===== src/pwr_mon_pkg.sv =====
/*
  Shared constants and carrier types of the power monitor result block.
  Assumes one clock domain and a register port driven by a serial bus engine.
*/
package pwr_mon_pkg;
  // ----------------------------------------
  // Register offsets
  // ----------------------------------------
  localparam logic [7:0]  OFS_CONFIG = 8'h00; // Mode and averaging
  localparam logic [7:0]  OFS_SHUNT  = 8'h01; // Shunt voltage result
  localparam logic [7:0]  OFS_BUS    = 8'h02; // Bus voltage result
  localparam logic [7:0]  OFS_POWER  = 8'h03; // Power result
  localparam logic [7:0]  OFS_CURR   = 8'h04; // Current result
  localparam logic [7:0]  OFS_CAL    = 8'h05; // Calibration value
  localparam logic [7:0]  OFS_MASK   = 8'h06; // Alert mask/enable
  // ----------------------------------------
  // Reset values
  // ----------------------------------------
  localparam logic [15:0] CONFIG_RST = 16'h4127; // Continuous shunt and bus
  localparam logic [15:0] ZERO_RST   = 16'h0000; // Results, cal, mask
  // ----------------------------------------
  // Field positions
  // ----------------------------------------
  localparam int SRST_BIT = 15; // Self-clearing soft reset
  localparam int AVG_LSB  = 9;  // Averaging code [11:9]
  localparam int CONT_BIT = 2;  // Mode top bit: continuous
  localparam int BUSM_BIT = 1;  // Mode: bus measured
  localparam int SHM_BIT  = 0;  // Mode: shunt measured
  localparam int SOL_BIT  = 15; // shunt_over_limit_en
  localparam int SUL_BIT  = 14; // shunt_under_limit_en
  localparam int BOL_BIT  = 13; // bus_over_limit_en
  localparam int BUL_BIT  = 12; // bus_under_limit_en
  localparam int POL_BIT  = 11; // power_over_limit_en
  localparam int CONV_DONE_ALERT_EN_BIT = 10; // conv_done_alert_en
  localparam int AFF_BIT  = 4;  // limit_alert_flag
  localparam int CONV_DONE_FLAG_BIT = 3;  // conv_done_flag
  localparam int OVF_BIT  = 2;  // math_overflow_flag
  localparam int ALERT_LEVEL_SEL_BIT = 1;  // alert_level_sel
  localparam int LEN_BIT  = 0;  // alert_hold_en
  localparam logic [15:0] MASK_WR = 16'hFC03; // Writable mask bits
  // ----------------------------------------
  // Arithmetic scaling
  // ----------------------------------------
  localparam int          CUR_SHIFT = 11;         // Current product scale
  localparam logic [31:0] POWER_DIV = 32'd20000;  // Power step is 25 current steps
  // ----------------------------------------
  // Types
  // ----------------------------------------
  typedef struct packed {
    logic        wr;    // Write strobe, one cycle
    logic        rd;    // Read strobe, one cycle
    logic [7:0]  addr;  // Register pointer
    logic [15:0] wdata; // Write word
  } reg_req_t;
  typedef struct packed {
    logic        shunt_valid; // Shunt sample done pulse
    logic        bus_valid;   // Bus sample done pulse
    logic [15:0] shunt;       // Signed shunt code
    logic [15:0] bus;         // Bus code, low 15 bits used
  } sample_t;
  typedef enum logic [3:0] {
    st_idle  = 4'b0001,
    st_shunt = 4'b0010,
    st_bus   = 4'b0100,
    st_math  = 4'b1000
  } seq_state_t;
endpackage


===== src/power_monitor_result_registers.sv =====
/*
  Result, calibration and alert mask registers of a current/power monitor,
  with the conversion sequencer, averaging and derived-value arithmetic.
  Assumes a serial bus engine issuing one-cycle register strobes, a converter
  answering start pulses with sample pulses, and the alert limit as an input.
*/
// How it works
// - Top mode bit low: triggered measurements; 0 off
// - Top mode bit high: continuous; code 4 off
// - Shunt result is signed 16-bit two's complement
// - Shunt step 2.5 uV, 7FFF full scale
// - Bus step 1.25 mV, 7FFF full scale
// - Bus result bit 15 always reads zero
// - Bus result holds latest completed bus conversion
// - Results show averaged values when averaging enabled
// - Power step is 25 current steps
// - Power is current times bus voltage
// - Current is shunt times calibration value
// - Calibration is 15 bits, bit 15 unused
// - Highest enabled limit function alone is compared
// - Mask layout: enables, reserved, flags, polarity, latch
// - Enabled limit asserts alert beyond limit value
// - Ready flag sets after math; clears per rules
// - Overflow flag marks invalid current and power
// - Zero calibration gives zero current and power
`timescale 1ns/1ps
module power_monitor_result_registers
  import pwr_mon_pkg::*;
(
  input  wire logic        clk,         // 125 MHz clock
  input  wire logic        rst,         // Synchronous reset, high
  input  wire reg_req_t    req,         // Register strobes
  input  wire sample_t     sample,      // Converter results
  input  wire logic [15:0] alert_limit, // Limit compare value
  output logic      [15:0] reg_rdata,   // Read word
  output logic             shunt_start, // Start shunt conversion
  output logic             bus_start,   // Start bus conversion
  output logic             alert_pin    // Alert level
);
  // ----------------------------------------
  // Registers and state
  // ----------------------------------------
  logic        [15:0] cfg;            // Configuration
  logic signed [15:0] shunt_result;   // Signed shunt code
  logic        [15:0] bus_result;     // Bus code
  logic        [15:0] power_result;   // Power code
  logic signed [15:0] current_result; // Signed current code
  logic        [15:0] cal;            // Calibration value
  logic        [15:0] mask;           // Mask/enable
  seq_state_t         state;          // Sequencer state
  seq_state_t         next_state;     // Sequencer next state
  logic               next_sh_start;  // Next shunt start pulse
  logic               next_bus_start; // Next bus start pulse
  logic signed [25:0] acc_shunt;      // Shunt sum
  logic        [24:0] acc_bus;        // Bus sum
  logic        [9:0]  avg_cnt;        // Samples taken
  logic        [9:0]  avg_last;       // Last sample index
  logic        [3:0]  avg_sh;         // Divide shift
  // ----------------------------------------
  // Access decode
  // ----------------------------------------
  logic soft_rst;   // Soft reset write
  logic do_rst;     // Any reset
  logic cfg_wr;     // Config write
  logic mask_rd;    // Mask register read
  logic go;         // Start of a measurement cycle
  logic trig_mode;  // Triggered mode active
  assign soft_rst  = req.wr && req.addr == OFS_CONFIG && req.wdata[SRST_BIT];
  assign do_rst    = rst || soft_rst;
  assign cfg_wr    = req.wr && req.addr == OFS_CONFIG && !req.wdata[SRST_BIT];
  assign mask_rd   = req.rd && req.addr == OFS_MASK;
  assign trig_mode = !cfg[CONT_BIT];
  // New cycle on config write with a measuring mode
  assign go = cfg_wr && (req.wdata[BUSM_BIT] || req.wdata[SHM_BIT]);
  // ----------------------------------------
  // Averaging count decode
  // ----------------------------------------
  // Sample count and divide shift from the averaging code
  always_comb begin
    case (cfg[AVG_LSB +: 3])
      3'd0:    avg_sh = 4'd0;
      3'd1:    avg_sh = 4'd2;
      3'd2:    avg_sh = 4'd4;
      3'd3:    avg_sh = 4'd6;
      3'd4:    avg_sh = 4'd7;
      3'd5:    avg_sh = 4'd8;
      3'd6:    avg_sh = 4'd9;
      default: avg_sh = 4'd10;
    endcase
    avg_last = 10'((11'd1 << avg_sh) - 11'd1);
  end
  // ----------------------------------------
  // Sequencer
  // ----------------------------------------
  // Steps shunt then bus conversions, repeated per average
  always_comb begin
    next_state     = state;
    next_sh_start  = 1'b0;
    next_bus_start = 1'b0;
    case (state)
      st_idle: begin
        if (go) begin
          // Mode bits decide which conversion runs first
          if (req.wdata[SHM_BIT]) begin
            next_state    = st_shunt;
            next_sh_start = 1'b1;
          end else begin
            next_state     = st_bus;
            next_bus_start = 1'b1;
          end
        end
      end
      st_shunt: begin
        if (sample.shunt_valid) begin
          if (cfg[BUSM_BIT]) begin
            next_state     = st_bus;
            next_bus_start = 1'b1;
          end else if (avg_cnt == avg_last) begin
            next_state = st_math;
          end else begin
            next_sh_start = 1'b1;
          end
        end
      end
      st_bus: begin
        if (sample.bus_valid) begin
          if (avg_cnt == avg_last) begin
            next_state = st_math;
          end else if (cfg[SHM_BIT]) begin
            next_state    = st_shunt;
            next_sh_start = 1'b1;
          end else begin
            next_bus_start = 1'b1;
          end
        end
      end
      default: begin
        // Continuous modes start the next cycle at once
        if (!trig_mode && cfg[SHM_BIT]) begin
          next_state    = st_shunt;
          next_sh_start = 1'b1;
        end else if (!trig_mode && cfg[BUSM_BIT]) begin
          next_state     = st_bus;
          next_bus_start = 1'b1;
        end else begin
          next_state = st_idle;
        end
      end
    endcase
    // A config write halts and restarts the sequence
    if (cfg_wr && state != st_idle) begin
      next_state     = go ? (req.wdata[SHM_BIT] ? st_shunt : st_bus) : st_idle;
      next_sh_start  = go && req.wdata[SHM_BIT];
      next_bus_start = go && !req.wdata[SHM_BIT];
    end
  end
  // State and start pulses
  always_ff @(posedge clk) begin
    if (do_rst) begin
      state       <= st_idle;
      shunt_start <= 1'b0;
      bus_start   <= 1'b0;
    end else begin
      state       <= next_state;
      shunt_start <= next_sh_start;
      bus_start   <= next_bus_start;
    end
  end
  // ----------------------------------------
  // Accumulators
  // ----------------------------------------
  logic cycle_end; // One shunt+bus round finished
  assign cycle_end = (state == st_bus && sample.bus_valid)
                  || (state == st_shunt && sample.shunt_valid && !cfg[BUSM_BIT]);
  // Sums samples for averaging; cleared at every restart
  always_ff @(posedge clk) begin
    if (do_rst || cfg_wr || state == st_idle || state == st_math) begin
      acc_shunt <= '0;
      acc_bus   <= '0;
      avg_cnt   <= '0;
    end else begin
      if (state == st_shunt && sample.shunt_valid) begin
        acc_shunt <= acc_shunt + 26'(sample.shunt[15] ? {10'h3FF, sample.shunt}
                                                     : {10'h000, sample.shunt});
      end
      if (state == st_bus && sample.bus_valid) begin
        acc_bus <= acc_bus + {10'h000, sample.bus[14:0]};
      end
      if (cycle_end) begin
        avg_cnt <= avg_cnt + 10'd1;
      end
    end
  end
  // ----------------------------------------
  // Derived arithmetic
  // ----------------------------------------
  logic signed [15:0] shunt_new; // Averaged or held shunt
  logic        [15:0] bus_new;   // Averaged or held bus
  logic signed [31:0] cur_wide;  // Shunt times calibration
  logic signed [31:0] cur_scl;   // Scaled current
  logic               ovf_now;   // Current out of range
  logic signed [15:0] cur_new;   // Saturated current
  logic        [15:0] cur_abs;   // Current magnitude
  logic        [31:0] pw_wide;   // Power after scaling, before truncation
  logic        [15:0] pw_new;    // Power code
  logic               limit_hit; // Selected limit exceeded
  // Results, current and power from the averaged samples
  always_comb begin
    shunt_new = cfg[SHM_BIT] ? 16'(acc_shunt >>> avg_sh) : shunt_result;
    bus_new   = cfg[BUSM_BIT] ? {1'b0, 15'(acc_bus >> avg_sh)} : bus_result;
    cur_wide  = shunt_new * $signed({1'b0, cal[14:0]});
    cur_scl   = cur_wide >>> CUR_SHIFT;
    ovf_now   = cur_scl > 32'sd32767 || cur_scl < -32'sd32768;
    if (cur_scl > 32'sd32767) begin
      cur_new = 16'sh7FFF;
    end else if (cur_scl < -32'sd32768) begin
      cur_new = -16'sh7FFF - 16'sh0001;
    end else begin
      cur_new = 16'(cur_scl);
    end
    cur_abs = cur_new[15] ? 16'(-cur_new) : 16'(cur_new);
    pw_wide = ({16'h0000, cur_abs} * {16'h0000, bus_new}) / POWER_DIV;
    pw_new  = 16'(pw_wide);
    // Highest enabled limit function wins
    if (mask[SOL_BIT]) begin
      limit_hit = shunt_new > $signed(alert_limit);
    end else if (mask[SUL_BIT]) begin
      limit_hit = shunt_new < $signed(alert_limit);
    end else if (mask[BOL_BIT]) begin
      limit_hit = bus_new > alert_limit;
    end else if (mask[BUL_BIT]) begin
      limit_hit = bus_new < alert_limit;
    end else if (mask[POL_BIT]) begin
      limit_hit = pw_new > alert_limit;
    end else begin
      limit_hit = 1'b0;
    end
  end
  // ----------------------------------------
  // Result registers
  // ----------------------------------------
  // All results change together at the end of the math step
  always_ff @(posedge clk) begin
    if (do_rst) begin
      shunt_result   <= ZERO_RST;
      bus_result     <= ZERO_RST;
      current_result <= ZERO_RST;
      power_result   <= ZERO_RST;
    end else if (state == st_math) begin
      shunt_result   <= shunt_new;
      bus_result     <= bus_new;
      current_result <= cur_new;
      power_result   <= pw_new;
    end
  end
  // ----------------------------------------
  // Host-written registers
  // ----------------------------------------
  // Configuration and calibration registers
  always_ff @(posedge clk) begin
    if (do_rst) begin
      cfg <= CONFIG_RST;
      cal <= ZERO_RST;
    end else if (req.wr) begin
      if (req.addr == OFS_CONFIG) begin
        cfg <= {4'h4, req.wdata[11:0]};
      end else if (req.addr == OFS_CAL) begin
        cal <= {1'b0, req.wdata[14:0]};
      end
    end
  end
  // Mask: writable controls plus hardware flags
  always_ff @(posedge clk) begin
    if (do_rst) begin
      mask <= ZERO_RST;
    end else begin
      if (req.wr && req.addr == OFS_MASK) begin
        mask <= (mask & ~MASK_WR) | (req.wdata & MASK_WR);
      end
      // Ready flag: set wins over either clear
      if (state == st_math) begin
        mask[CONV_DONE_FLAG_BIT] <= 1'b1;
      end else if (trig_mode && (go || mask_rd)) begin
        mask[CONV_DONE_FLAG_BIT] <= 1'b0;
      end
      // Alert flag: latched clears on read, transparent on clean result
      if (state == st_math && limit_hit) begin
        mask[AFF_BIT] <= 1'b1;
      end else if (state == st_math && !mask[LEN_BIT]) begin
        mask[AFF_BIT] <= 1'b0;
      end else if (mask_rd && mask[LEN_BIT]) begin
        mask[AFF_BIT] <= 1'b0;
      end
      // Overflow flag follows each math step
      if (state == st_math) begin
        mask[OVF_BIT] <= ovf_now;
      end
    end
  end
  // ----------------------------------------
  // Read port and alert
  // ----------------------------------------
  // Registered read word; unmapped reads return zero
  always_ff @(posedge clk) begin
    if (do_rst) begin
      reg_rdata <= ZERO_RST;
    end else if (req.rd) begin
      if (req.addr == OFS_CONFIG) begin
        reg_rdata <= cfg;
      end else if (req.addr == OFS_SHUNT) begin
        reg_rdata <= shunt_result;
      end else if (req.addr == OFS_BUS) begin
        reg_rdata <= bus_result;
      end else if (req.addr == OFS_POWER) begin
        reg_rdata <= power_result;
      end else if (req.addr == OFS_CURR) begin
        reg_rdata <= current_result;
      end else if (req.addr == OFS_CAL) begin
        reg_rdata <= cal;
      end else if (req.addr == OFS_MASK) begin
        reg_rdata <= mask;
      end else begin
        reg_rdata <= ZERO_RST;
      end
    end
  end
  // Alert level; low active unless polarity bit set
  always_ff @(posedge clk) begin
    if (do_rst) begin
      alert_pin <= 1'b1;
    end else begin
      alert_pin <= mask[ALERT_LEVEL_SEL_BIT] ~^ (mask[AFF_BIT]
                   || (mask[CONV_DONE_ALERT_EN_BIT] && mask[CONV_DONE_FLAG_BIT]));
    end
  end
endmodule


===== config.mk =====
export PLATFORM = sky130hd
export DESIGN_NAME = power_monitor_result_registers
export DESIGN_NICKNAME = d
export VERILOG_FILES = /design/src/pwr_mon_pkg.sv /design/src/power_monitor_result_registers.sv
export SDC_FILE = /design/constraint.sdc
export NUM_CORES = 2
export LEC_CHECK = 0
export ABC_AREA = 1
export BUFFER_PORTS_ARGS = -buffer_cell sky130_fd_sc_hd__buf_2
export CAP_MARGIN = 20
export CORE_UTILIZATION = 56
export CTS_CLUSTER_SIZE = 14
export DETAILED_ROUTE_END_ITERATION = 10
export PLACE_DENSITY = 0.72
export SLEW_MARGIN = 20
export SYNTH_ARGS = -nofsm -noshare
export SYNTH_HDL_FRONTEND = slang
export SYNTH_SLANG_ARGS = --single-unit

===== constraint.sdc =====
create_clock -name clk -period 31.6 [get_ports clk]
set_input_delay 4.74 -clock clk [delete_from_list [all_inputs] [get_ports clk]]
set_output_delay 4.74 -clock clk [all_outputs]
set_load 0.005 [all_outputs]

=== After elaboration in Yosys (flattened, before gate mapping) ===
Cells that the tools add are included.

* Magnitude comparators: 7
* Shifts and indexed selects: 3
* Div/mod/pow operators: 1
* Multiply operators: 2
* Reductions and logical operators: 41
* Eq/ne operators: 23
* Bitwise operators: 3
* Multiplexer cells: 61
* $add $sub $neg: 5

{| class="wikitable"
|+ Operator list
! operator !! count
|-
| 2-to-1 mux 16 bit || 12
|-
| multiplier 16 x 16 -> 32 bit || 2
|-
| greater-than comparator 16 bit || 3
|-
| 2-to-1 mux 4 bit || 9
|-
| divider 32 x 15 -> 32 bit (second input constant) || 1
|-
| < comparator 16 bit || 2
|-
| 2-to-1 mux 1 bit || 31
|-
| one-hot mux 4 bit (7 select lines) || 1
|-
| adder 26 bit || 1
|-
| 2-to-1 mux 26 bit || 1
|-
| >>> shifter 26 x 4 -> 16 bit || 1
|-
| adder 25 x 15 -> 25 bit || 1
|-
| >> shifter 25 x 4 -> 15 bit || 1
|-
| == test 8 x 3 -> 1 bit (second input constant) || 3
|-
| greater-than comparator 21 x 16 -> 1 bit (second input constant) || 1
|-
| < comparator 21 x 16 -> 1 bit (second input constant) || 1
|-
| logical AND 1 bit || 19
|-
| == test 8 x 2 -> 1 bit (second input constant) || 2
|-
| negator 16 bit || 1
|-
| OR 10 x 16 -> 16 bit || 1
|-
| one-hot mux 4 bit (3 select lines) || 1
|-
| adder 10 x 1 -> 10 bit (second input constant) || 1
|-
| == test 10 bit || 1
|-
| left shift 1 x 4 -> 10 bit (first input constant) || 1
|-
| other kinds (27) || 48
|}

* Logic and storage cells: 164
* Register bits after elaboration: 191
* Output and inout port bits: 19
* Bits of input ports: 78

=== Depth between registers and ports, before layout ===
* Word-level depth: 20
* Depth in mapped cells: 227
* Mapped depth without buffers: 213

=== Least setup slack after synthesis ===
No wires, ideal clock.

* Kind: flip-flop to flip-flop
* From: reg cfg[11]
* To: reg mask[4]
* Buffers on the path: 18
* Period minus slack after synthesis: 28,391 ps
* Arrival: 28,259 ps
* Required time: 31,468 ps
* Slack: 3,209 ps
* Cell stages (with the launch flop): 205
* Library setup time: 132 ps
* Cells stage by stage: dfxtp_1 > clkbuf_1 > inv_1 > nor2_1 > clkinv_1 > o22ai_1 > clkbuf_1 > clkbuf_1 > buf_1 > nand2_1 > o211ai_1 > o2111ai_1 > nand2_1 > clkbuf_1 > nor2_1 > fa_1 > inv_1 > fa_1 > [... 169 more ...] > nand2_1 > o21ai_0 > a21oi_1 > nand2_1 > a21boi_1 > ha_1 > o211ai_1 > a21oi_1 > nor2_1 > o21ai_0 > a21oi_1 > a211o_1 > a21oi_1 > nor2_1 > a32oi_1 > mux2i_1 > o21ai_0 > a21oi_1

* Longest elaborated chain between the ends: 20
* Elaborated cells between the ends (all ways): 34
* Those cells by class: add/sub: 1; mul: 2; div: 1; order compare: 7; eq/ne: 6; shift: 2; mux: 12; reduce/logical: 3

{| class="wikitable"
|+ RTL lines
! element !! RTL line !! source
|-
| start, declared || power_monitor_result_registers.sv:43 || <nowiki>logic [15:0] cfg;</nowiki>
|-
| start signal, assigned || power_monitor_result_registers.sv:266 || <nowiki>cfg <= {4'h4, req.wdata[11:0]};</nowiki>
|-
| == test 3 bit (tied with other cells) || power_monitor_result_registers.sv:80 || <nowiki>case (cfg[AVG_LSB +: 3])</nowiki>
|-
| one-hot mux 4 bit (7 select lines) * || power_monitor_result_registers.sv:80 ||
|-
| >>> shifter 26 x 4 -> 16 bit || power_monitor_result_registers.sv:209 || <nowiki>shunt_new = cfg[SHM_BIT] ? 16'(acc_shunt >>> avg_sh) : shunt_result;</nowiki>
|-
| 2-to-1 mux 16 bit || power_monitor_result_registers.sv:209 ||
|-
| multiplier 16 x 16 -> 32 bit || power_monitor_result_registers.sv:211 || <nowiki>cur_wide = shunt_new * $signed({1'b0, cal[14:0]});</nowiki>
|-
| < comparator 21 x 16 -> 1 bit || power_monitor_result_registers.sv:216 || <nowiki>end else if (cur_scl < -32'sd32768) begin</nowiki>
|-
| 2-to-1 mux 16 bit || power_monitor_result_registers.sv:216 ||
|-
| 2-to-1 mux 16 bit || power_monitor_result_registers.sv:214 || <nowiki>if (cur_scl > 32'sd32767) begin</nowiki>
|-
| [... 4 more ...] || - ||
|-
| named net pw_wide[15] || power_monitor_result_registers.sv:204 || <nowiki>logic [31:0] pw_wide;</nowiki>
|-
| greater-than comparator 16 bit * || power_monitor_result_registers.sv:234 || <nowiki>limit_hit = pw_new > alert_limit;</nowiki>
|-
| 2-to-1 mux 1 bit * || power_monitor_result_registers.sv:233 || <nowiki>end else if (mask[POL_BIT]) begin</nowiki>
|-
| 2-to-1 mux 1 bit * || power_monitor_result_registers.sv:231 || <nowiki>end else if (mask[BUL_BIT]) begin</nowiki>
|-
| 2-to-1 mux 1 bit * || power_monitor_result_registers.sv:229 || <nowiki>end else if (mask[BOL_BIT]) begin</nowiki>
|-
| 2-to-1 mux 1 bit * || power_monitor_result_registers.sv:227 || <nowiki>end else if (mask[SUL_BIT]) begin</nowiki>
|-
| 2-to-1 mux 1 bit * || power_monitor_result_registers.sv:225 || <nowiki>if (mask[SOL_BIT]) begin</nowiki>
|-
| logical AND 1 bit * || power_monitor_result_registers.sv:287 || <nowiki>if (state == st_math && limit_hit) begin</nowiki>
|-
| nonzero test 4 bit (no line) or 2-to-1 mux 1 bit (tied branches) || - ||
|-
| end signal, assigned || power_monitor_result_registers.sv:278 || <nowiki>mask <= (mask & ~MASK_WR) | (req.wdata & MASK_WR);</nowiki>
|-
| end signal, assigned by index || power_monitor_result_registers.sv:296 || <nowiki>mask[OVF_BIT] <= ovf_now;</nowiki>
|-
| end, declared || power_monitor_result_registers.sv:49 || <nowiki>logic [15:0] mask;</nowiki>
|}

Mark *: on every way through the listed nets, which the timed path passes. The rest lies on a longest branch.
A chain may end at the register's enable or synchronous reset.

=== Worst setup path after layout ===
* From: reg cfg[9]
* To: reg mask[4]

The elaborated chain is that of the path after synthesis.

==> results.sh <==
export IMPL_outcome="finished clean"
export IMPL_slowest_delay_ns=0.59
export IMPL_p_seq_share_pct=40.0
export IMPL_fin_skew_ns=0.0188
export IMPL_tightest_slew_ns=1.04
export IMPL_finalWorstSetupSlack_ns=2.25
export IMPL_crit_required_ns=31.90
export IMPL_globalRouteTotalUtil_pct=33.8
export IMPL_cp_max_fo=15
export IMPL_fin_crit_sh_pct=92.9
export IMPL_routabilityCongestion=1.02
export IMPL_ios=97
export IMPL_slew_headroom_pct=30.7
export IMPL_stdcell_count=6494
export IMPL_grt_pass1_wl_um=180000
export IMPL_path_clk_slew_ns=0.08
export IMPL_clk_latency_ns=0.45
export IMPL_switching_share_pct=35.7
export IMPL_area_growth_pct=9.17
export IMPL_drtIter0Drc=3060
export IMPL_drt_total_wl_um=112000
export IMPL_chipHeight_um=260
export IMPL_syn_cell_area_sq_mm=0.0373
export IMPL_place_worst_setup_slack_ns=0.243
export IMPL_syn_avg_cell_area_sq_um=6.83
export IMPL_ys_flop_type="dfxtp_1"
export IMPL_endpoint_kind="register"
export IMPL_start_util_pct=56.7
export IMPL_dp_cells=6433
export IMPL_final_common_cell="nand2_1"
export IMPL_cts_tree="built"
export IMPL_tns_ns=0
export IMPL_crit_buf_inv=34
export IMPL_clockPowerShare_pct=34.9
export IMPL_finalSetupViolCount=0
export IMPL_path_class="register to register"
export IMPL_hold_path_class="register to register"
export IMPL_hold_ws_ns=0.468
export IMPL_htreeDepth=4
export IMPL_row_count=94
export IMPL_multiInputGateArea_sq_mm=0.0291
export IMPL_power_switching_uw=219
export IMPL_grt_max_degree=68
export IMPL_die_area_sq_mm=0.0676
export IMPL_peakVddDrop_v=0.0000357
export IMPL_layout_drive_gt1_share_pct=12.5
export IMPL_ys_warn_count=0
export IMPL_antennaDiodeCount=0
export IMPL_hold_viol=0
export IMPL_period_needed_ns=29.35
export IMPL_seqCellArea_sq_mm=0.00373
export IMPL_syn_num_nets=6246
export IMPL_start_kind="register"
export IMPL_antenna_found_initial=0
export IMPL_nFillCells=6184
export IMPL_critPathArrivalTime_ns=29.65
export IMPL_final_cell_mix="nand2_1, inv_1, nor2_1, fa_1, a21oi_1"
export IMPL_core_area_sq_mm=0.0657
export IMPL_synthCells=5453
export IMPL_cts_buffers=17
export IMPL_drv_slew=0
export IMPL_ys_seq_area_share_pct=9.99
export IMPL_gr_total_overflow=0
export IMPL_drc=0
export IMPL_wl_per_cell_um=17.3
export IMPL_intPower_uw=395
export IMPL_fin_nets=6411
export IMPL_power_density_mw_per_mm2=15.1
export IMPL_dr_pass1_iters=6
export IMPL_cts_root_buf="clkbuf_16"
export IMPL_dieWidth_um=260
export IMPL_cpMaxStageDelayCell="fa_1"
export IMPL_cts_buffer_depth=2
export IMPL_antenna_left=0
export IMPL_maxCapViolations=0
export IMPL_cts_sinks=186
export IMPL_p_comb_share_pct=25.1
export IMPL_synth_edf_count=0
export IMPL_cts_hold_buf=0
export IMPL_vias=35500
export IMPL_routed_via_density=5.46
export IMPL_io_buffers=95
export IMPL_grt_pass1_vias=34000
export IMPL_crit_top_cell="nand2_1"
export IMPL_hpwlAfterDp_um=92500
export IMPL_cpLargestDelayFamily="simple AND/OR/NAND/NOR gates"
export IMPL_async_flop_share_pct=0
export IMPL_yosysUniqueCellTypes=74
export IMPL_p_leak_uw=0.0215
export IMPL_ys_ff_latch=186
export IMPL_max_freq_ghz=0.0341
metal layers:
metal	vias to the layer above	global-route usage, %	share of wire [%]
met4	0	17.1	5.8
met2	1319	53.9	44
met1	16600	44.6	42
met3	293	5.07	7.9
li1	17300	-	-
met5	-	0	0
worst register-to-register path: cells and delay by family (launching register included):
family                     cells  cell delay (ns)
AOI/OAI and AO/OA             24             4.18
xor gates and xnor gates       1             0.20
adders and majority gates     15             7.24
buffers and inverters         34             4.06
DFF                            1             0.50
muxes                          2             0.27
and+or+nand+nor              112            12.77
synthesized netlist by cell type (all sizes together), types with 7 or more instances:
| cell type | instances | area, sq um |
|---|---|---|
| a211oi | 19 | 143 |
| a21oi | 297 | 1610 |
| a221oi | 12 | 105 |
| a31oi | 7 | 43.8 |
| buf | 23 | 226 |
| clkbuf | 122 | 458 |
| clkinv | 38 | 159 |
| dfxtp | 186 | 3720 |
| fa | 441 | 8830 |
| ha | 274 | 3430 |
| inv | 1072 | 4030 |
| nand2 | 1394 | 5910 |
| nand3 | 263 | 1410 |
| nand3b | 12 | 90.1 |
| nand4 | 49 | 362 |
| nor2 | 590 | 2400 |
| nor3 | 40 | 200 |
| nor4 | 13 | 81.3 |
| o2111ai | 9 | 78.8 |
| o211ai | 44 | 330 |
| o21ai | 285 | 1440 |
| o21bai | 13 | 97.6 |
| o221ai | 13 | 114 |
| o22ai | 24 | 150 |
| o31ai | 8 | 60.1 |
| or2 | 13 | 81.3 |
| xnor2 | 46 | 410 |
| xor2 | 106 | 962 |
cell families after synthesis:
family	synth area share, %
flops	9.99
compound gates	11.8
buf+inv	13.1
xor+xnor	3.68
other cells	0.0101
fa+ha+maj	32.9
mux	0.107
simple gates	28.4
layout make-up:
class / count / share of cell area, %
Timing Repair Buffer: 291 / 4.99
Multi-Input combinational cell: 4012 / 71.5
Clock inverter: 13 / 0.314
Sequential cell: 186 / 9.16
Clock buffer: 18 / 1.08
Tap cell: 864 / 2.66
Inverter: 1110 / 10.3
flip-flops by register name (all words and copies together), names as in the netlist, 4 cells and up:
name and count:
acc_shunt 26, acc_bus 25, bus_result 16, current_result 16, power_result 16, reg_rdata 16
shunt_result 16, cal 15, cfg 12, mask 11, avg_cnt 10, state 4
power by group through the flow:
stage | registers, uW | clock network [uW] | logic, uW
after global routing | 246 | 223 | 168
after floorplan | 249 | 0 | 95.6
after CTS | 245 | 213 | 146
after detailed placement | 251 | 0 | 145
after global placement | 250 | 0 | 142
final | 245 | 214 | 154
timing repair:
action / 4_1_cts / 5_1_grt
gates resized for setup: 0 / 128
buffers inserted: 0 / 29
endpoints found under the setup margin: 0 / 3
final timing paths:
path / depth (start not counted) / from / to / slack [ns]
worst max-delay path: 188 / cfg[9] / mask[4] / 2.25
worst min-delay path: 2 / mask[10] / mask[10] / 0.47
worst max register to register: 188 / cfg[9] / mask[4] / 2.25
worst min register to register: 2 / mask[10] / mask[10] / 0.47
stage by stage:
| stage | util (%) | instance area (sq um) | total power (uW) |
|---|---|---|---|
| 6_report | 61.9 | 40700 | 614 |
| 5_1_grt | 61.9 | 40700 | 638 |
| 4_1_cts | 60.8 | 40000 | 604 |
| 3_5_place_dp | 60.0 | 39400 | 396 |
| 3_3_place_gp | 59.9 | 39400 | 392 |
| 2_1_floorplan | - | 37300 | 344 |
No activity file was read; power rests on OpenSTA's default activity.
